**config.mk**
```make
export PLATFORM = sky130hd
export DESIGN_NAME = audio_serial_port
export DESIGN_NICKNAME = d
export VERILOG_FILES = /design/src/design/audio_port_pkg.sv /design/src/design/pin_sync3.sv /design/src/design/audio_serial_port.sv
export VERILOG_INCLUDE_DIRS = /design/src /design/src/design
export SDC_FILE = /design/constraint.sdc
export NUM_CORES = 1
export LEC_CHECK = 0
export ABC_AREA = 1
export ABC_CLOCK_PERIOD_IN_PS = 6700
export BUFFER_PORTS_ARGS = -buffer_cell sky130_fd_sc_hd__buf_2
export CORE_MARGIN = 2
export CORE_UTILIZATION = 25
export CTS_CLUSTER_DIAMETER = 40
export CTS_CLUSTER_SIZE = 25
export DETAILED_ROUTE_END_ITERATION = 16
export HOLD_SLACK_MARGIN = 0.08
export PLACE_DENSITY_LB_ADDON = 0.2
export SLEW_MARGIN = 20
export SYNTH_ARGS = -nofsm -noshare
export SYNTH_HDL_FRONTEND = slang
export SYNTH_SLANG_ARGS = --single-unit
```
**constraint.sdc**
```tcl
create_clock -name clk_in -period 6.7 [get_ports clk_in]
set_clock_uncertainty 0.2 [all_clocks]
set_input_delay 1.34 -clock clk_in [delete_from_list [all_inputs] [get_ports clk_in]]
set_output_delay 1.34 -clock clk_in [all_outputs]
set_load 0.02 [all_outputs]
```
**src/design/audio_port_defs.svh**
```systemverilog
// Offsets, reset values, field positions and timing counts of the audio port
`ifndef AUDIO_PORT_DEFS_SVH
`define AUDIO_PORT_DEFS_SVH

// Register byte offsets
`define AP_CTRL_OFF    12'h000
`define AP_MAP_OFF     12'h004
`define AP_STATUS_OFF  12'h008
`define AP_TX0_OFF     12'h00c
`define AP_TX1_OFF     12'h010
`define AP_TX2_OFF     12'h014
`define AP_RX0_OFF     12'h018
`define AP_RX1_OFF     12'h01c
`define AP_RX2_OFF     12'h020

// Reset values
`define AP_CTRL_RST    17'h00000
`define AP_MAP_RST     15'h0000
`define AP_TX_RST      16'h0000

// Field layout
`define AP_CTRL_W      17
`define AP_MAP_W       15
`define AP_MAP_CH_W    5
`define AP_MAP_EN_BIT  4
`define AP_STAT_CNT_LO 16
`define AP_SLOT_LG_MAX 3'h4
`define AP_WORD_BITS   16
`define AP_PAD_BITS    3
`define AP_LONG_SYNC   8'h03

// Timing
`define AP_CLK_HZ       50000000
`define AP_BASE_BIT_HZ  128000
`define AP_BURST_MAX_HZ 24000000
`define AP_NB_HALF  ((`AP_CLK_HZ) / (2 * `AP_BASE_BIT_HZ))
`define AP_BURST_HALF \
    ((`AP_CLK_HZ + 2 * `AP_BURST_MAX_HZ - 1) / (2 * `AP_BURST_MAX_HZ))

`endif

```
**src/design/audio_port_pkg.sv**
```systemverilog
// Types shared by the audio serial port
package audio_port_pkg;

    typedef enum logic [1:0] {
        FILL_ZERO = 2'b00,
        FILL_ONE  = 2'b01,
        FILL_SIGN = 2'b10,
        FILL_PROG = 2'b11
    } fill_e;

    typedef enum logic [1:0] {
        LNK_IDLE = 2'b00,
        LNK_HUNT = 2'b01,
        LNK_RUN  = 2'b10
    } link_e;

    typedef struct packed {
        logic [2:0] fill_val;
        fill_e      fill;
        logic [1:0] offset;
        logic       lsb_first;
        logic [2:0] slots_lg;
        logic       wide;
        logic       burst;
        logic       long_sync;
        logic       master;
        logic       pcm;
        logic       en;
    } ctrl_s;

endpackage : audio_port_pkg

```
**src/design/pin_sync3.sv**
```systemverilog
// Three-stage pin synchroniser with agreement filter and edge pulses
`timescale 1ns/1ps
module pin_sync3 #(
    parameter int W = 3
) (
    // Clock and reset
    input  wire logic         clk_in,
    input  wire logic         sys_rst_in,
    // Pins and filtered levels
    input  wire logic [W-1:0] pin_in,
    output logic      [W-1:0] lvl_out,
    output logic      [W-1:0] rise_out,
    output logic      [W-1:0] fall_out
);
    typedef struct packed {
        logic [W-1:0] f1;
        logic [W-1:0] f2;
        logic [W-1:0] f3;
        logic [W-1:0] lvl;
    } sync_s;

    sync_s st_r;
    sync_s st_nxt;

    always_comb begin
        st_nxt = st_r;
        st_nxt.f1 = pin_in;
        st_nxt.f2 = st_r.f1;
        st_nxt.f3 = st_r.f2;
        // A change counts once the second and third stages agree
        st_nxt.lvl = (st_r.f2 & st_r.f3) | (st_r.lvl & (st_r.f2 ^ st_r.f3));
    end

    always_ff @(posedge clk_in) begin
        if (sys_rst_in) begin
            st_r <= '0;
        end else begin
            st_r <= st_nxt;
        end
    end

    assign lvl_out  = st_nxt.lvl;
    assign rise_out = st_nxt.lvl & ~st_r.lvl;
    assign fall_out = ~st_nxt.lvl & st_r.lvl;

endmodule : pin_sync3

```
**src/design/audio_serial_port.sv**
```systemverilog
// Shared I2S / PCM serial audio port with APB register access
//
// Operation
// - Master drives bit clock and word select; slave takes them in.
// - I2S channel words are sixteen bits, MSB aligned per I2S.
// - I2S word MSB goes out one bit after word select changes.
// - Left word while word select low, right word while high.
// - I2S data changes on falling clock, sampled on rising clock.
// - One shared unit; configuration selects I2S or PCM, never both.
// - PCM master makes clock and sync; slave takes both as inputs.
// - Up to three voice channels share up to sixteen slots per sample.
// - Slot count follows the chosen bit rate, up to sixteen.
// - Each channel sends and receives in the same slot.
// - Data driver floats during slots no active channel uses.
// - Driver releases after falling clock in the slot's last bit.
// - Short and long sync both work as master and as slave.
// - Short sync is a one-bit high pulse aligned to rising clock.
// - Short-sync slave sees sync on falling edge, slot zero next rise.
// - Long sync lasts three bits, starting with slot zero's first bit.
// - Narrowband slots carry thirteen bits, placement and order set.
// - Spare bits ignored on receive, filled as configured on send.
// - Reset format: 13-bit two's complement, MSB end, MSB first.
// - Burst mode runs the PCM bus fast, at most 24 MHz.
`timescale 1ns/1ps
`include "audio_port_defs.svh"
module audio_serial_port #(
    parameter logic [7:0] NB_HALF    = 8'(`AP_NB_HALF),
    parameter logic [7:0] BURST_HALF = 8'(`AP_BURST_HALF)
) (
    // Clock and reset
    input  wire logic        clk_in,
    input  wire logic        sys_rst_in,
    // APB slave
    input  wire logic        psel_in,
    input  wire logic        penable_in,
    input  wire logic        pwrite_in,
    input  wire logic [11:0] paddr_in,
    input  wire logic [31:0] pwdata_in,
    output logic      [31:0] prdata_out,
    output logic             pready_out,
    output logic             pslverr_out,
    // Bit clock pin
    input  wire logic        sck_in,
    output logic             sck_out,
    output logic             sck_oe_out,
    // Word select / frame sync pin
    input  wire logic        ws_in,
    output logic             ws_out,
    output logic             ws_oe_out,
    // Serial data pins
    input  wire logic        din_in,
    output logic             dout_out,
    output logic             dout_oe_out
);
    typedef struct packed {
        audio_port_pkg::ctrl_s  ctrl;
        logic [14:0]            map;
        logic [2:0][15:0]       tx;
        logic [2:0][15:0]       rx;
        audio_port_pkg::link_e  link;
        logic [31:0]            rdata;
        logic [7:0]             div;
        logic                   sck;
        logic                   ws;
        logic                   dout;
        logic                   doe;
        logic [7:0]             pos;
        logic [15:0]            sh;
        logic                   pend;
        logic                   pend_long;
        logic                   ws_prev;
        logic                   fs_prev;
        logic                   hit;
        logic [1:0]             ch;
        logic [15:0]            frames;
    } core_s;

    core_s st_r;
    core_s st_nxt;

    logic [2:0] pin_lvl;
    logic [2:0] pin_rise;
    logic [2:0] pin_fall;

    pin_sync3 #(
        .W (3)
    ) u_sync (
        .clk_in     (clk_in),
        .sys_rst_in (sys_rst_in),
        .pin_in     ({din_in, ws_in, sck_in}),
        .lvl_out    (pin_lvl),
        .rise_out   (pin_rise),
        .fall_out   (pin_fall)
    );

    function automatic logic addr_ok(input logic [11:0] a);
        case (a)
            `AP_CTRL_OFF, `AP_MAP_OFF, `AP_STATUS_OFF,
            `AP_TX0_OFF, `AP_TX1_OFF, `AP_TX2_OFF,
            `AP_RX0_OFF, `AP_RX1_OFF, `AP_RX2_OFF: addr_ok = 1'b1;
            default: addr_ok = 1'b0;
        endcase
    endfunction : addr_ok

    // Half bit period in system clocks for master operation
    function automatic logic [7:0] half_of(input audio_port_pkg::ctrl_s c);
        logic [7:0] h;
        h = NB_HALF >> c.wide;
        if (c.burst && c.pcm) begin
            h = BURST_HALF;
        end else if (c.pcm) begin
            h = h >> c.slots_lg;
        end else begin
            h = h >> 1;
        end
        if (h == 8'h00) begin
            h = 8'h01;
        end
        half_of = h;
    endfunction : half_of

    // Bit index within a slot word for a given bit time
    function automatic logic [3:0] bit_idx(input logic lsb, input logic [3:0] b);
        bit_idx = lsb ? b : ~b;
    endfunction : bit_idx

    // Build a transmit slot word from a 13-bit sample
    function automatic logic [15:0] fmt_tx(input audio_port_pkg::ctrl_s c,
                                           input logic [15:0] s);
        logic [2:0]  pad;
        logic [18:0] full;
        case (c.fill)
            audio_port_pkg::FILL_ZERO: pad = 3'h0;
            audio_port_pkg::FILL_ONE:  pad = 3'h7;
            audio_port_pkg::FILL_SIGN: pad = {3{s[12]}};
            default:                   pad = c.fill_val;
        endcase
        full = {pad, s[12:0], pad};
        fmt_tx = 16'(full >> c.offset);
    endfunction : fmt_tx

    // Extract the 13-bit sample from a received slot word
    function automatic logic [15:0] fmt_rx(input audio_port_pkg::ctrl_s c,
                                           input logic [15:0] w);
        logic [1:0] k;
        k = 2'h3 - c.offset;
        fmt_rx = {3'h0, 13'(w >> k)};
    endfunction : fmt_rx

    // First enabled channel mapped to a slot
    function automatic logic [2:0] slot_hit(input logic [14:0] m,
                                            input logic [3:0] slot);
        logic [2:0] r;
        r = 3'h0;
        for (int i = 2; i >= 0; i--) begin
            if (m[i*`AP_MAP_CH_W + `AP_MAP_EN_BIT] &&
                m[i*`AP_MAP_CH_W +: 4] == slot) begin
                r = {1'b1, 2'(i)};
            end
        end
        slot_hit = r;
    endfunction : slot_hit

    logic       acc;
    logic       rise;
    logic       fall;
    logic       ws_lvl;
    logic       fs_sync;
    logic [7:0] half;
    logic [7:0] nb;
    logic [7:0] last;
    logic [2:0] sh_r;
    logic [3:0] bi;
    logic [15:0] word;
    logic [15:0] shv;
    audio_port_pkg::ctrl_s wc;

    always_comb begin
        st_nxt = st_r;
        acc = psel_in & penable_in & addr_ok(paddr_in);
        rise = 1'b0;
        fall = 1'b0;
        nb = st_r.pos;
        sh_r = 3'h0;
        bi = 4'h0;
        word = 16'h0000;
        shv = st_r.sh;
        fs_sync = 1'b0;
        wc = audio_port_pkg::ctrl_s'(pwdata_in[`AP_CTRL_W-1:0]);
        if (wc.slots_lg > `AP_SLOT_LG_MAX) begin
            wc.slots_lg = `AP_SLOT_LG_MAX;
        end
        last = 8'((16'h0010 << st_r.ctrl.slots_lg) - 16'h0001);
        half = half_of(st_r.ctrl);

        // Read data captured in the setup cycle
        if (psel_in && !penable_in) begin
            case (paddr_in)
                `AP_CTRL_OFF:   st_nxt.rdata = 32'(st_r.ctrl);
                `AP_MAP_OFF:    st_nxt.rdata = 32'(st_r.map);
                `AP_STATUS_OFF: st_nxt.rdata = {st_r.frames, 14'h0000,
                                                st_r.link};
                `AP_TX0_OFF:    st_nxt.rdata = 32'(st_r.tx[0]);
                `AP_TX1_OFF:    st_nxt.rdata = 32'(st_r.tx[1]);
                `AP_TX2_OFF:    st_nxt.rdata = 32'(st_r.tx[2]);
                `AP_RX0_OFF:    st_nxt.rdata = 32'(st_r.rx[0]);
                `AP_RX1_OFF:    st_nxt.rdata = 32'(st_r.rx[1]);
                `AP_RX2_OFF:    st_nxt.rdata = 32'(st_r.rx[2]);
                default:        st_nxt.rdata = 32'h00000000;
            endcase
        end
        if (acc && pwrite_in) begin
            case (paddr_in)
                `AP_CTRL_OFF: st_nxt.ctrl = wc;
                `AP_MAP_OFF:  st_nxt.map = pwdata_in[`AP_MAP_W-1:0];
                `AP_TX0_OFF:  st_nxt.tx[0] = pwdata_in[15:0];
                `AP_TX1_OFF:  st_nxt.tx[1] = pwdata_in[15:0];
                `AP_TX2_OFF:  st_nxt.tx[2] = pwdata_in[15:0];
                default:      st_nxt.ctrl = st_r.ctrl;
            endcase
        end

        // Bit clock: own divider as master, filtered pin as slave
        if (st_r.ctrl.master) begin
            if (st_r.div >= half - 8'h01) begin
                st_nxt.div = 8'h00;
                st_nxt.sck = ~st_r.sck;
                rise = ~st_r.sck;
                fall = st_r.sck;
            end else begin
                st_nxt.div = st_r.div + 8'h01;
            end
            ws_lvl = st_r.ws;
        end else begin
            rise = pin_rise[0];
            fall = pin_fall[0];
            ws_lvl = pin_lvl[1];
        end

        case (st_r.link)
            audio_port_pkg::LNK_IDLE: begin
                st_nxt.pos = 8'h00;
                st_nxt.pend = 1'b0;
                st_nxt.doe = 1'b0;
                if (st_r.ctrl.en) begin
                    st_nxt.link = audio_port_pkg::LNK_HUNT;
                end
            end
            audio_port_pkg::LNK_HUNT, audio_port_pkg::LNK_RUN: begin
                if (!st_r.ctrl.pcm) begin
                    // I2S: launch on falling edge
                    if (fall) begin
                        nb = st_r.pend ? {3'h0, st_r.ws_prev, 4'h0}
                                       : {3'h0, 5'(st_r.pos + 8'h01)};
                        st_nxt.pos = nb;
                        st_nxt.pend = 1'b0;
                        if (st_r.ctrl.master) begin
                            st_nxt.ws = 1'(5'(nb + 8'h01) >> 4);
                        end
                        // Left while word select low, right while high
                        st_nxt.dout = st_r.tx[nb[4]][~nb[3:0]];
                        st_nxt.doe = 1'b1;
                    end
                    // I2S: capture on rising edge
                    if (rise) begin
                        if (ws_lvl != st_r.ws_prev) begin
                            st_nxt.pend = 1'b1;
                            st_nxt.link = audio_port_pkg::LNK_RUN;
                        end
                        st_nxt.ws_prev = ws_lvl;
                        shv[~st_r.pos[3:0]] = pin_lvl[2];
                        st_nxt.sh = shv;
                        if (st_r.pos[3:0] == 4'hf &&
                            st_r.link == audio_port_pkg::LNK_RUN) begin
                            st_nxt.rx[st_r.pos[4]] = shv;
                            if (st_r.pos[4]) begin
                                st_nxt.frames = st_r.frames + 16'h0001;
                            end
                        end
                    end
                end else begin
                    // PCM: launch on rising edge
                    if (rise) begin
                        if (st_r.pend) begin
                            nb = st_r.pend_long ? 8'h01 : 8'h00;
                        end else if (st_r.pos >= last) begin
                            nb = 8'h00;
                        end else begin
                            nb = st_r.pos + 8'h01;
                        end
                        st_nxt.pos = nb;
                        st_nxt.pend = 1'b0;
                        if (st_r.ctrl.master) begin
                            st_nxt.ws = st_r.ctrl.long_sync
                                      ? (nb < `AP_LONG_SYNC)
                                      : (nb == last);
                        end
                        sh_r = slot_hit(st_r.map, nb[7:4]);
                        st_nxt.hit = sh_r[2];
                        st_nxt.ch = sh_r[1:0];
                        word = fmt_tx(st_r.ctrl, st_r.tx[sh_r[1:0]]);
                        bi = bit_idx(st_r.ctrl.lsb_first, nb[3:0]);
                        st_nxt.dout = word[bi];
                        // Float on slots no channel owns
                        st_nxt.doe = sh_r[2] &&
                            st_r.link == audio_port_pkg::LNK_RUN;
                        if (nb == 8'h00 &&
                            st_r.link == audio_port_pkg::LNK_RUN) begin
                            st_nxt.frames = st_r.frames + 16'h0001;
                        end
                    end
                    // PCM: sync detect and capture on falling edge
                    if (fall) begin
                        fs_sync = st_r.ctrl.long_sync
                                ? (ws_lvl & ~st_r.fs_prev) : ws_lvl;
                        st_nxt.fs_prev = ws_lvl;
                        if (fs_sync) begin
                            st_nxt.pend = 1'b1;
                            st_nxt.pend_long = st_r.ctrl.long_sync;
                            st_nxt.link = audio_port_pkg::LNK_RUN;
                        end
                        if (st_r.hit &&
                            st_r.link == audio_port_pkg::LNK_RUN) begin
                            bi = bit_idx(st_r.ctrl.lsb_first, st_r.pos[3:0]);
                            shv[bi] = pin_lvl[2];
                            st_nxt.sh = shv;
                            if (st_r.pos[3:0] == 4'hf) begin
                                // Same slot in both directions
                                st_nxt.rx[st_r.ch] = fmt_rx(st_r.ctrl, shv);
                            end
                        end
                        if (st_r.pos[3:0] == 4'hf) begin
                            st_nxt.doe = 1'b0;
                        end
                    end
                end
                if (!st_r.ctrl.en) begin
                    st_nxt.link = audio_port_pkg::LNK_IDLE;
                    st_nxt.sck = 1'b0;
                    st_nxt.ws = 1'b0;
                    st_nxt.div = 8'h00;
                end
            end
            default: begin
                st_nxt.link = audio_port_pkg::LNK_IDLE;
            end
        endcase

        // Mode change drops lock so the new mode resynchronises
        if (acc && pwrite_in && paddr_in == `AP_CTRL_OFF &&
            (wc.pcm != st_r.ctrl.pcm || wc.master != st_r.ctrl.master)) begin
            st_nxt.link = audio_port_pkg::LNK_IDLE;
            st_nxt.doe = 1'b0;
            st_nxt.sck = 1'b0;
            st_nxt.ws = 1'b0;
            st_nxt.div = 8'h00;
        end
    end

    always_ff @(posedge clk_in) begin
        if (sys_rst_in) begin
            st_r <= '0;
            st_r.ctrl <= audio_port_pkg::ctrl_s'(`AP_CTRL_RST);
            st_r.map <= `AP_MAP_RST;
            st_r.tx <= {3{`AP_TX_RST}};
            st_r.link <= audio_port_pkg::LNK_IDLE;
        end else begin
            st_r <= st_nxt;
        end
    end

    // Pin drivers
    assign sck_out     = st_r.sck;
    assign sck_oe_out  = st_r.ctrl.en & st_r.ctrl.master;
    assign ws_out      = st_r.ws;
    assign ws_oe_out   = st_r.ctrl.en & st_r.ctrl.master;
    assign dout_out    = st_r.dout;
    assign dout_oe_out = st_r.doe;

    // APB answers in its access cycle with no wait states
    assign prdata_out  = st_r.rdata;
    assign pready_out  = 1'b1;
    assign pslverr_out = psel_in & penable_in & ~addr_ok(paddr_in);

endmodule : audio_serial_port

```
Word level (Yosys, flattened, before mapping) --
Index checks and enable logic that the tools add are counted.
Storage, ports and cells: bits in registers 233, bits of input ports 52, word-level logic and storage cells 260
Cells by class: multiplexer cells 91, equality and inequality tests 35, order comparisons 16, shift-type cells 5, add/sub/neg operators 7, bitwise operators 20, reductions and logical operators 48
Operators with widths (number):
- $pmux W32 S9 | 1
- $mux W16 | 11
- $mux W50 | 3
- $mux W48 | 3
- $bwmux W48 | 2
- $mux W8 | 9
- $eq A12 B5 Y1 const B | 4
- $mux W11 | 3
- $bmux W16 S2 | 1
- $bwmux W16 | 2
- $demux W16 S2 | 1
- $mux W3 | 10
- $mux W28 | 1
- $eq A12 B4 Y1 const B | 2
- $mux W1 | 22
- $lt A4 B5 Y1 const B | 4
- $shr A19 B2 Y16 | 1
- $mux W18 | 1
- $pmux W9 S2 | 1
- $mux W17 | 1
- $add A16 B1 Y16 const B | 1
- $add A8 B1 Y8 const B | 2
- $demux W16 S1 | 1
- $ge A8 B8 Y1 | 2
- other kinds (59) | 133

Depth between registers and ports, before layout --
Gate-level depths: netlist of run 1.
depth after elaboration 36, mapped depth 35, gate-level depth less buffers 35

Modules after synthesis --
Synthesis of run 1 repeated with hierarchy kept, for this count alone.
Second synthesis, totals: cells, all modules 2022, area, all modules 13710.6 sq um
Modules (own cells, without submodules):
- audio_serial_port | times used 1, cells each 1964, area each 13237.7 sq um
- pin_sync3 | times used 1, cells each 58, area each 473.0 sq um

Least setup slack after synthesis of run 1 --
Ideal clock, no wire load.
path kind register to register, start point reg st_r[205] (netlist name), end point reg st_r[101] (netlist name), setup time 120 ps, stages on the path, launching flop included 34, arrival 4665 ps, buffers on the path 3, period minus slack after synthesis 4984 ps, setup slack 1716 ps, data required time 6380 ps, cell sequence dfxtp_1 -> clkbuf_1 -> clkbuf_1 -> nor2_1 -> nor2_1 -> nand3_1 -> nand3_1 -> inv_1 -> ha_1 -> and3_1 -> nand3_1 -> xnor2_1 -> ha_1 -> nand2_1 -> nor2_1 -> nand4_1 -> nand3_1 -> ha_1 -> inv_1 -> o21ai_1 -> inv_1 -> nor2_4 -> inv_1 -> nor2_1 -> nor2_1 -> nor2_1 -> inv_2 -> a211oi_4 -> inv_2 -> a21oi_2 -> inv_2 -> buf_2 -> a21oi_1 -> a21oi_1
On the way: longest elaborated chain between the ends 10, elaborated cells between the ends (all ways) 18
RTL lines:
- start: declaration | line audio_serial_port.sv:78 | core_s st_r;
- start signal: assignment | line audio_serial_port.sv:368 | st_r <= st_nxt;
- $mux W8 / $logic_and A1 B1 Y1 (equally long branches) | line audio_serial_port.sv:111, audio_serial_port.sv:109
- $mux W8 | line audio_serial_port.sv:109 | if (c.burst && c.pcm) begin
- $logic_not A8 Y1 | line audio_serial_port.sv:116 | if (h == 8'h00) begin
- $mux W8 | line audio_serial_port.sv:116
- $sub A8 B1 Y8 | line audio_serial_port.sv:225 | if (st_r.div >= half - 8'h01) begin
- $ge A8 B8 Y1 | line audio_serial_port.sv:225
- $mux W1 | line audio_serial_port.sv:225
- $mux W1 | line audio_serial_port.sv:224 | if (st_r.ctrl.master) begin
- $ne A2 B1 Y1 (no line) / $reduce_bool A2 Y1 (equally long branches)
- $reduce_and A6 Y1 (no line)
Several ways; a longest one is shown, not always the timed one. A chain may end at the register's enable or synchronous reset.

Worst setup path in the final report of run 1 --
start point reg st_r[210] (netlist name), end point reg st_r[107] (netlist name)
On the way: longest elaborated chain between the ends 11, elaborated cells between the ends (all ways) 14
RTL lines:
- $shr A8 B3 Y8 (*) | line audio_serial_port.sv:112 | h = h >> c.slots_lg;
- $mux W8 (*) | line audio_serial_port.sv:111 | end else if (c.pcm) begin
- $mux W8 (*) | line audio_serial_port.sv:109
- $logic_not A8 Y1 | line audio_serial_port.sv:116
- $mux W8 (*) | line audio_serial_port.sv:116
- $sub A8 B1 Y8 (*) | line audio_serial_port.sv:225
- $ge A8 B8 Y1 (*) | line audio_serial_port.sv:225
- $mux W1 | line audio_serial_port.sv:225
- $mux W1 | line audio_serial_port.sv:224
- $ne A2 B1 Y1 (no line) / $reduce_bool A2 Y1 (equally long branches)
- $reduce_and A6 Y1 (no line) (*)
Mark *: on every way between the ends. The rest lies on a longest branch, timed or not.

==> results of run 1 <==
cells in the mapped netlist, types with 6 or more instances:
master    count
nor3_1       14
buf_4        36
nand3_1     110
nand2_1     357
xor2_1       17
nor2_4        6
clkinv_1      8
nor2_1      185
nand3_2       6
nand4_1      10
nor2_2       12
nor3b_1       6
inv_2        12
inv_1       273
nor3_2        6
o22ai_1      41
nor4_1        7
a21oi_1     212
a211oi_1     57
clkbuf_1     73
buf_2        13
nand2_2       8
o21ai_0     191
ha_1         27
o211ai_1     25
a221oi_1     23
o21a_1        6
dfxtp_1     230
logic make-up after synthesis:
logic type	Yosys count	synth area share [%]
other	1	0.0276
xor gates and xnor gates	22	1.47
DFF	230	33.9
buffers and inverters	423	13.0
adders and majority gates	27	2.49
AOI/OAI and AO/OA	581	24.8
and+or+nand+nor	744	24.3
worst max-delay path, delay by kind of cell, from the launching register on:
kind / cells / cell delay, ns
adder cells (fa/ha/maj): 3 / 0.65
flip-flops: 1 / 0.52
AND/OR/NAND/NOR: 16 / 2.14
buffers and inverters: 7 / 0.90
AO/OA/AOI/OAI: 5 / 1.22
XOR/XNOR: 1 / 0.08
stage by stage:
stage | power (mW) | setup slack [ns] | cells | area, µm²
after floorplan | 1.45 | 1.72 | 2028 | 13600
after global placement | 1.50 | 0.782 | 2700 | 14400
after detailed placement | 1.50 | 0.755 | 2700 | 14400
after CTS | 4.11 | 0.700 | 2791 | 16200
after global routing | 4.19 | 0.126 | 2791 | 16200
final | 4.08 | 0.793 | 2791 | 16200
power groups by stage:
stage / combinational [mW] / clock (mW) / sequential [mW]
final: 0.0958 / 2.60 / 1.38
after global routing: 0.104 / 2.71 / 1.38
after global placement: 0.0967 / 0 / 1.40
after floorplan: 0.0492 / 0 / 1.40
after detailed placement: 0.0966 / 0 / 1.40
after CTS: 0.0968 / 2.64 / 1.38
sequential cells by signal, indices dropped and copies added, names as in the netlist:
| signal | count |
|---|---|
| prdata_out | 32 |
| sck_out | 1 |
| dout_out | 1 |
| u_sync.st_nxt | 6 |
| dout_oe_out | 1 |
| ws_out | 1 |
| st_r | 182 |
| u_sync.st_r | 6 |
final timing paths:
| check | from | to | depth (start not counted) | slack, ns |
|---|---|---|---|---|
| max | st_r[210]$_SDFFE_PP0P_ | st_r[107]$_SDFFE_PP0P_ | 32 | 0.79 |
| max reg2reg | st_r[210]$_SDFFE_PP0P_ | st_r[107]$_SDFFE_PP0P_ | 32 | 0.79 |
| min reg2reg | u_sync.st_nxt[8]$_SDFF_PP0_ | u_sync.st_nxt[5]$_SDFF_PP0_ | 2 | 0.21 |
| min | u_sync.st_nxt[8]$_SDFF_PP0_ | u_sync.st_nxt[5]$_SDFF_PP0_ | 2 | 0.21 |
repair_timing:
| action | in CTS | in global routing |
|---|---|---|
| setup buffers | 0 | 0 |
| hold buffers | 0 | 0 |
| resized for setup | 0 | 1 |
| setup endpoints to repair | 0 | 1 |
layer usage:
layer	global-route usage [%]	share of wire [%]
met3	3.36	5.7
met1	25.3	46
met4	6.27	2.9
met5	0	0.017
met2	29.4	45
final cells by class:
class | count | area share [%]
Multi-Input combinational cell | 1375 | 44.6
Timing Repair Buffer | 106 | 3.78
Sequential cell | 230 | 28.5
Clock inverter | 24 | 2.24
Tap cell | 696 | 5.39
Clock buffer | 67 | 8.68
Inverter | 293 | 6.83
==> results.cfg, run 1 <==
[global_route]
grt_pass1_wl_um = 79700
grt_pass1_vias = 12900
grt_max_degree = 69
gr-total-overflow = 0
antenna_found_initial = 1
track_usage_pct = 18.6

[final_layout]
fillerInstances = 5774
final_cell_mix = nand2_1 (357), inv_1 (271), dfxtp_1 (230), a21oi_1 (212), o21ai_0 (191)
final_common_cell = nand2_1
drive_above_1_share_pct = 12.5
area_growth_pct = 19.1
antenna_cells = 0
regArea_mm2 = 0.00460
finish.utilization_pct = 30.1
nets = 2134
multi_input_area_mm2 = 0.00721

[yosys]
synth.avg_cell_area_um2 = 6.69
async_flop_share_pct = 0
netlist_instances = 2028
ys_seq_area_share_pct = 33.9
yosys-top-cells-area = dfxtp_1 (34%), nand2_1 (9.9%), a21oi_1 (7.8%)
synth_top_area_share_pct = 33.9
synth-seq-cells = 230
mappedNetlistNets = 2107
yosys_warnings = 0
synth_cell_types = 59
synth-main-ff-cell = dfxtp_1
syn_area_mm2 = 0.0136
yosysTopAreaCell = dfxtp_1
synth_edf_count = 0

[clock_tree]
htreeDepth = 2
cts.sinks = 230
cts_root_buf = clkbuf_16
cts_made_buffers = 49
cts_max_path_buffers = 3
clk_pin_slew_ns = 0.05
insertion_delay_ns = 0.60
cts_tree = done

[power]
sw_frac_of_total_pct = 23.0
comb_power_share_pct = 2.3
ir_worst_vdd_uv = 173
p_seq_share_pct = 33.8
power_density_mw_per_mm2 = 252
leakagePower_nw = 6.60
p_clk_share_pct = 63.9
intPower_mw = 3.14
p_switching_mw = 0.939

[sta]
period_share_pct = 88.2
slew_headroom_pct = 33.5
whs_ns = 0.212
grt_setup_unrepaired = false
slew_violations = 0
tns_ns = 0
timing.final.crit_period_ns = 5.91
fmax_mhz = 169
finalSetupViolCount = 0
tightest_slew_ns = 0.996
hold_viol_final = 0

[floorplan]
dieHeight_um = 237
ios = 92
core_mm2 = 0.0537
die_area_mm2 = 0.0562
die_x_um = 237
rows = 85
start_util_pct = 25.3

[place]
io_buffer_count = 75
gp_congestion = 0.883
hpwl_um = 38300

[worst_setup_path]
endpoint_kind = register
start_kind = register
worstPathMaxFanout = 33
path_class = reg2reg
max_stage_delay_ns = 0.52
critPathRequiredTime_ns = 6.94
cp.arrival_ns = 6.14
crit_slowest_cell = dfxtp_1

[detailed_routing]
drtIter0Drc = 1295
vias_per_cell = 4.97
first_pass_iters = 7
post_drt_wl_per_cell_um = 18.9
ant_nets = 0
drc = 0
wl_um = 52700
vias = 13900

[run]
drv_cap = 0

[worst_hold_path]
worst_hold_path_type = reg2reg

[status]
status = finished, final reports clean
Note: power is estimated with default switching activity, not from simulation.
==> inputs of run 2 (changes only) <==
--- a/config.mk
+++ b/config.mk
@@ -6,7 +6,6 @@
 export SDC_FILE = /design/constraint.sdc
 export NUM_CORES = 1
 export LEC_CHECK = 0
-export ABC_AREA = 1
 export ABC_CLOCK_PERIOD_IN_PS = 6700
 export BUFFER_PORTS_ARGS = -buffer_cell sky130_fd_sc_hd__buf_2
 export CORE_MARGIN = 2
==> run 2 against run 1 <==
Routed wire length fell by 5.2%. Maximum frequency grew 1.9%. Sequential power is essentially flat. Worst hold slack better by 0.027 ns. Clock power decreased by 6%. Sequential share of layout area is 1.2 points higher. Via count is 9.4% lower. Utilization down 0.40 points. Die area shrank 3.2%. Critical path type unchanged. Largest cell class unchanged. Largest power group unchanged.
==> results.cfg, run 2 <==
[status]
status = finished, final reports clean

[sta]
slew_violations = 0
tightest_slew_ns = 1.15
finalSetupViolCount = 0
setup_slack_ns = 0.903
timing.final.crit_period_ns = 5.80
period_share_pct = 86.5
hold_viol_final = 0
tns_ns = 0
fmax_mhz = 173
whs_ns = 0.238
grt_setup_unrepaired = false
slew_headroom_pct = 22.8

[final_layout]
top_register = st_r
largest_reg_flops = 182
fin_cells = 2378
area_growth_pct = 18.1
drive_above_1_share_pct = 13.3
nets = 1732
antenna_cells = 0
design_area_mm2 = 0.0155
final_common_cell = nand2_1
final_cell_mix = nand2_1 (241), dfxtp_1 (230), nor2_1 (179), a21oi_1 (156), o21ai_0 (105)

[global_route]
grt_pass1_vias = 11700
track_usage_pct = 18.0
gr-total-overflow = 0
grt_max_degree = 150
antenna_found_initial = 1
grt_pass1_wl_um = 74200

[place]
dp_cells = 2292
hpwl_um = 35300
gp_congestion = 0.933
place_area_mm2 = 0.0139
io_buffer_count = 75
post-place-ws_ns = 0.933

[yosys]
synth-main-ff-cell = dfxtp_1
synth_cell_types = 78
async_flop_share_pct = 0
yosys-top-cells-area = dfxtp_1 (35%), mux2i_1 (7.1%), nand2_1 (6.9%)
synth_edf_count = 0
mappedNetlistNets = 1736
syn_area_mm2 = 0.0131
synth_top_area_share_pct = 35.0
synth.most_common_cell = nand2_1
yosys_warnings = 0
ys_seq_area_share_pct = 35.0
synth-seq-cells = 230
synthTopCellsByCount = nand2_1 (241), dfxtp_1 (230), nor2_1 (180)
synth.avg_cell_area_um2 = 7.93
yosysTopAreaCell = dfxtp_1
netlist_instances = 1657

[worst_setup_path]
endpoint = st_r[115]$_SDFFE_PP0P_
path_class = reg2reg
worstPathMaxFanout = 15
r2r_start = st_r[210]$_SDFFE_PP0P_
crit_start = st_r[210]$_SDFFE_PP0P_
start_kind = register
crit_slowest_cell = a21oi_1
cp.arrival_ns = 6.04
r2r_setup_slack_ns = 0.90
regToRegEndpoint = st_r[115]$_SDFFE_PP0P_
endpoint_kind = register
critPathRequiredTime_ns = 6.94
rr_worst_depth = 26
max_stage_delay_ns = 0.90

[clock_tree]
cts.repair.resized = 0
clk_pin_slew_ns = 0.05
cts_tree = done
htreeDepth = 2
cts_max_path_buffers = 3
cts.sinks = 230
post_cts_buffers = 0
ctsHoldBuffers = 0
insertion_delay_ns = 0.59
cts_made_buffers = 47
cts_root_buf = clkbuf_16

[floorplan]
start_util_pct = 25.2
die_x_um = 233
dieHeight_um = 233
ios = 92
die_area_mm2 = 0.0544
rows = 84
core_mm2 = 0.0522

[detailed_routing]
first_pass_iters = 5
wl_um = 49900
ant_nets = 0
post_drt_wl_per_cell_um = 21.0
vias = 12600
vias_per_cell = 5.29
drc = 0
drtIter0Drc = 1181

[worst_hold_path]
worst_hold_path_type = reg2reg
hold_start = u_sync.st_nxt[8]$_SDFF_PP0_
worstHoldPathCells = 1

[run]
drv_cap = 0

[power]
leakagePower_nw = 5.51
ir_worst_vdd_uv = 141
power_density_mw_per_mm2 = 253
[run 2: cell types whose count changed in the layout (fill, tap and decap cells not counted), sizes merged, moves of 28 or more]
cell    change
mux2i      +94
inv       -265
nand2     -128
a22oi      +35
o21ai      -89
a21oi      -56
nand3      -73
a211oi     -51
o221ai     +41
o22ai      -28
[run 2: area by class of cell]
class / instances / area (µm²)
fill: 5661 / 36700
multi-input combinational: 1253 / 7730
sequential: 230 / 4600
clock buffer: 58 / 1290
tap: 688 / 861
timing repair buffer: 100 / 582
clock inverter: 28 / 364
inverter: 21 / 78.8
[run 2: how the worst min path moves through the flow]
stage | slack, ns | end
global placement | 0.23 | u_sync.st_nxt[5]$_SDFF_PP0_
floorplan | 0.21 | u_sync.st_nxt[3]$_SDFF_PP0_
CTS | 0.25 | u_sync.st_nxt[5]$_SDFF_PP0_
detailed placement | 0.24 | u_sync.st_nxt[3]$_SDFF_PP0_
global route | 0.26 | u_sync.st_nxt[3]$_SDFF_PP0_
finish | 0.24 | u_sync.st_nxt[5]$_SDFF_PP0_
[run 2: worst max-delay path: cells and delay by family, from the launching register on]
family / cells / cell delay (ns)
and+or+nand+nor: 7 / 0.81
adders and majority gates: 3 / 0.72
AOI/OAI and AO/OA: 14 / 2.82
DFF: 1 / 0.63
buffers and inverters: 2 / 0.46
[run 2: kinds of logic after synthesis]
family,share of synthesized area [%]
compound gates,22.9
xor+xnor,3.00
fa+ha+maj,2.57
buf+inv,6.20
flops,35.0
mux,10.4
other cells,0.0285
simple gates,19.8
[run 2: metrics by stage]
stage / power (mW) / utilization (%)
2_1_floorplan: 1.47 / -
3_3_place_gp: 1.51 / 26.5
3_5_place_dp: 1.51 / 26.5
4_1_cts: 3.98 / 29.7
5_1_grt: 4.05 / 29.7
6_report: 3.93 / 29.7
[run 2: power breakdown]
part | total, mW | switching, mW | internal [mW]
Clock | 2.45 | 0.842 | 1.61
Combinational | 0.0972 | 0.0708 | 0.0265
Sequential | 1.38 | 0.00456 | 1.38
Total | 3.93 | 0.917 | 3.01
[run 2: metal layers]
| metal | wire, µm | vias to the layer above | track usage (%) | share of wire [%] |
|---|---|---|---|---|
| met3 | 3380 | 98 | 3.32 | 6.8 |
| met4 | 1600 | 0 | 6.65 | 3.2 |
| met2 | 22500 | 456 | 28.7 | 45 |
| met5 | 0 | - | 0 | 0 |
| li1 | - | 5940 | - | - |
| met1 | 22400 | 6085 | 24.2 | 45 |
==> inputs of run 3 (changes only) <==
--- a/config.mk
+++ b/config.mk
@@ -6,7 +6,7 @@
 export SDC_FILE = /design/constraint.sdc
 export NUM_CORES = 1
 export LEC_CHECK = 0
-export ABC_CLOCK_PERIOD_IN_PS = 6700
+export ABC_CLOCK_PERIOD_IN_PS = 5550
 export BUFFER_PORTS_ARGS = -buffer_cell sky130_fd_sc_hd__buf_2
 export CORE_MARGIN = 2
 export CORE_UTILIZATION = 25
==> constraint.sdc (replaced) <==
create_clock -name clk_in -period 5.55 [get_ports clk_in]
set_clock_uncertainty 0.2 [all_clocks]
set_input_delay 1.11 -clock clk_in [delete_from_list [all_inputs] [get_ports clk_in]]
set_output_delay 1.11 -clock clk_in [all_outputs]
set_load 0.02 [all_outputs]
==> run 3 against run 2 <==
Worst hold slack got worse by 0.0031 ns. Cell count increased by 0.59%. Worst setup slack worse by 0.56 ns. Largest cell class unchanged. Highest routed layer unchanged.
==> results.cfg, run 3 (synthesized netlist as in run 2, its figures left out) <==
[global_route]
gr-total-overflow = 0
grt_max_degree = 145
grt_pass1_wl_um = 74000
grt_pass1_vias = 11700
track_usage_pct = 18.0
antenna_found_initial = 1

[worst_setup_path]
regToRegEndpoint = dout_out$_SDFFE_PP0P_
r2r_start = st_r[211]$_SDFFE_PP0P_
worstPathMaxFanout = 11
cp_common_cell = a21o_1
rr_worst_depth = 14
path_class = reg2reg
start_kind = register
r2r_setup_slack_ns = 0.34
cp.arrival_ns = 5.45
max_stage_delay_ns = 0.55
crit_slowest_cell = nor2_2
endpoint_kind = register
critPathRequiredTime_ns = 5.79
path_cells = nor2_1, buf_4, ha_1, a21o_1, a221oi_4, o211ai_2, xor2_1, and4b_1, nor2_2, mux2_4, mux4_2, a21o_1, a2111oi_2, o32ai_1

[floorplan]
die_area_mm2 = 0.0544
rows = 84
ios = 92
dieHeight_um = 233
core_mm2 = 0.0522
start_util_pct = 25.2
die_x_um = 233

[clock_tree]
htreeDepth = 2
cts_root_buf = clkbuf_16
cts_tree = done
cts_made_buffers = 46
clk_pin_slew_ns = 0.05
insertion_delay_ns = 0.59
cts_max_path_buffers = 3
cts.sinks = 230

[worst_hold_path]
holdPathEnd = u_sync.st_nxt[4]$_SDFF_PP0_
worst_hold_path_type = reg2reg
worstHoldPathCells = 1
hold_start = u_sync.st_nxt[7]$_SDFF_PP0_

[final_layout]
final_cell_mix = nand2_1 (241), dfxtp_1 (226), nor2_1 (179), a21oi_1 (155), o21ai_0 (104)
fin_cells = 2392
nets = 1748
finish.utilization_pct = 29.9
multi_input_area_mm2 = 0.00773
fillerInstances = 5598
area_growth_pct = 19.1
top_register = st_r
drive_above_1_share_pct = 14.3
final_common_cell = nand2_1
regArea_mm2 = 0.00461
antenna_cells = 0
largest_reg_flops = 182

[place]
dp_cells = 2307
hpwl_um = 35600
gp_congestion = 0.945
io_buffer_count = 75

[detailed_routing]
wl_met3_um = 3390
drtIter0Drc = 1097
post_drt_wl_per_cell_um = 20.9
dr_wl_met2_um = 21900
wl_um = 49900
top_layer_used = met4
first_pass_iters = 5
vias_per_cell = 5.23
ant_nets = 0
met1Wirelength_um = 22500
drc = 0
vias = 12500

[sta]
slew_violations = 0
grt_setup_unrepaired = true
fmax_mhz = 192
slew_headroom_pct = 35.1
finalSetupViolCount = 0
hold_viol_final = 0
period_share_pct = 93.8
whs_ns = 0.235
tns_ns = 0
timing.final.crit_period_ns = 5.21
tightest_slew_ns = 0.969

[power]
ir_worst_vdd_uv = 203
power_density_mw_per_mm2 = 301
leakagePower_nw = 5.58

[status]
status = finished, final reports clean

[run]
drv_cap = 0
run 3: layout make-up:
class | count | area share, %
repair buffers | 117 | 4.56
clock buffers | 60 | 8.27
flip-flops and latches | 230 | 29.5
clock inverters | 23 | 2.24
inverters | 21 | 0.504
well taps | 688 | 5.50
multi-input cells | 1253 | 49.5
run 3: routing by layer:
| layer | global-route usage [%] | vias up |
|---|---|---|
| li1 | - | 5975 |
| met1 | 24.0 | 6012 |
| met2 | 27.7 | 430 |
| met3 | 3.96 | 97 |
| met4 | 8.36 | 0 |
| met5 | 0 | - |
run 3: per-stage QoR:
stage | instance area [µm²] | power, mW | setup slack, ns
3_3_place_gp | 14000 | 1.82 | 0.265
5_1_grt | 15600 | 4.85 | -0.0212
4_1_cts | 15600 | 4.77 | 0.216
3_5_place_dp | 14000 | 1.82 | 0.242
2_1_floorplan | 13100 | 1.77 | 0.440
6_report | 15600 | 4.71 | 0.342
run 3: worst max path at each step:
stage	from	to	slack [ns]	cells after the start
after floorplan	st_r[205]$_SDFFE_PP0P_	st_r[131]$_SDFFE_PP0P_	0.44	28
after global placement	st_r[209]$_SDFFE_PP0P_	dout_out$_SDFFE_PP0P_	0.27	26
after detailed placement	st_r[209]$_SDFFE_PP0P_	dout_out$_SDFFE_PP0P_	0.24	26
after CTS	st_r[209]$_SDFFE_PP0P_	dout_out$_SDFFE_PP0P_	0.22	26
after global routing	st_r[212]$_SDFFE_PP0P_	dout_out$_SDFFE_PP0P_	-0.02	27
final	st_r[211]$_SDFFE_PP0P_	dout_out$_SDFFE_PP0P_	0.34	14
run 3: critical path, delay by kind of cell, from the launching register on:
| family | cells | cell delay, ns |
|---|---|---|
| and+or+nand+nor | 3 | 0.99 |
| muxes | 2 | 0.83 |
| adders and majority gates | 1 | 0.30 |
| AOI/OAI and AO/OA | 6 | 1.88 |
| buffers and inverters | 1 | 0.16 |
| DFF | 1 | 0.44 |
| xor gates and xnor gates | 1 | 0.26 |
run 3: report_power, final:
group	internal, mW	switching, mW
Clock	1.93	0.990
Sequential	1.66	0.00584
Combinational	0.0314	0.0849
Total	3.63	1.08
run 3: what timing repair did:
item	4_1_cts	5_1_grt
setup buffers	0	2
gates resized for setup	0	7
setup endpoints to repair	0	47
hold buffers	0	0
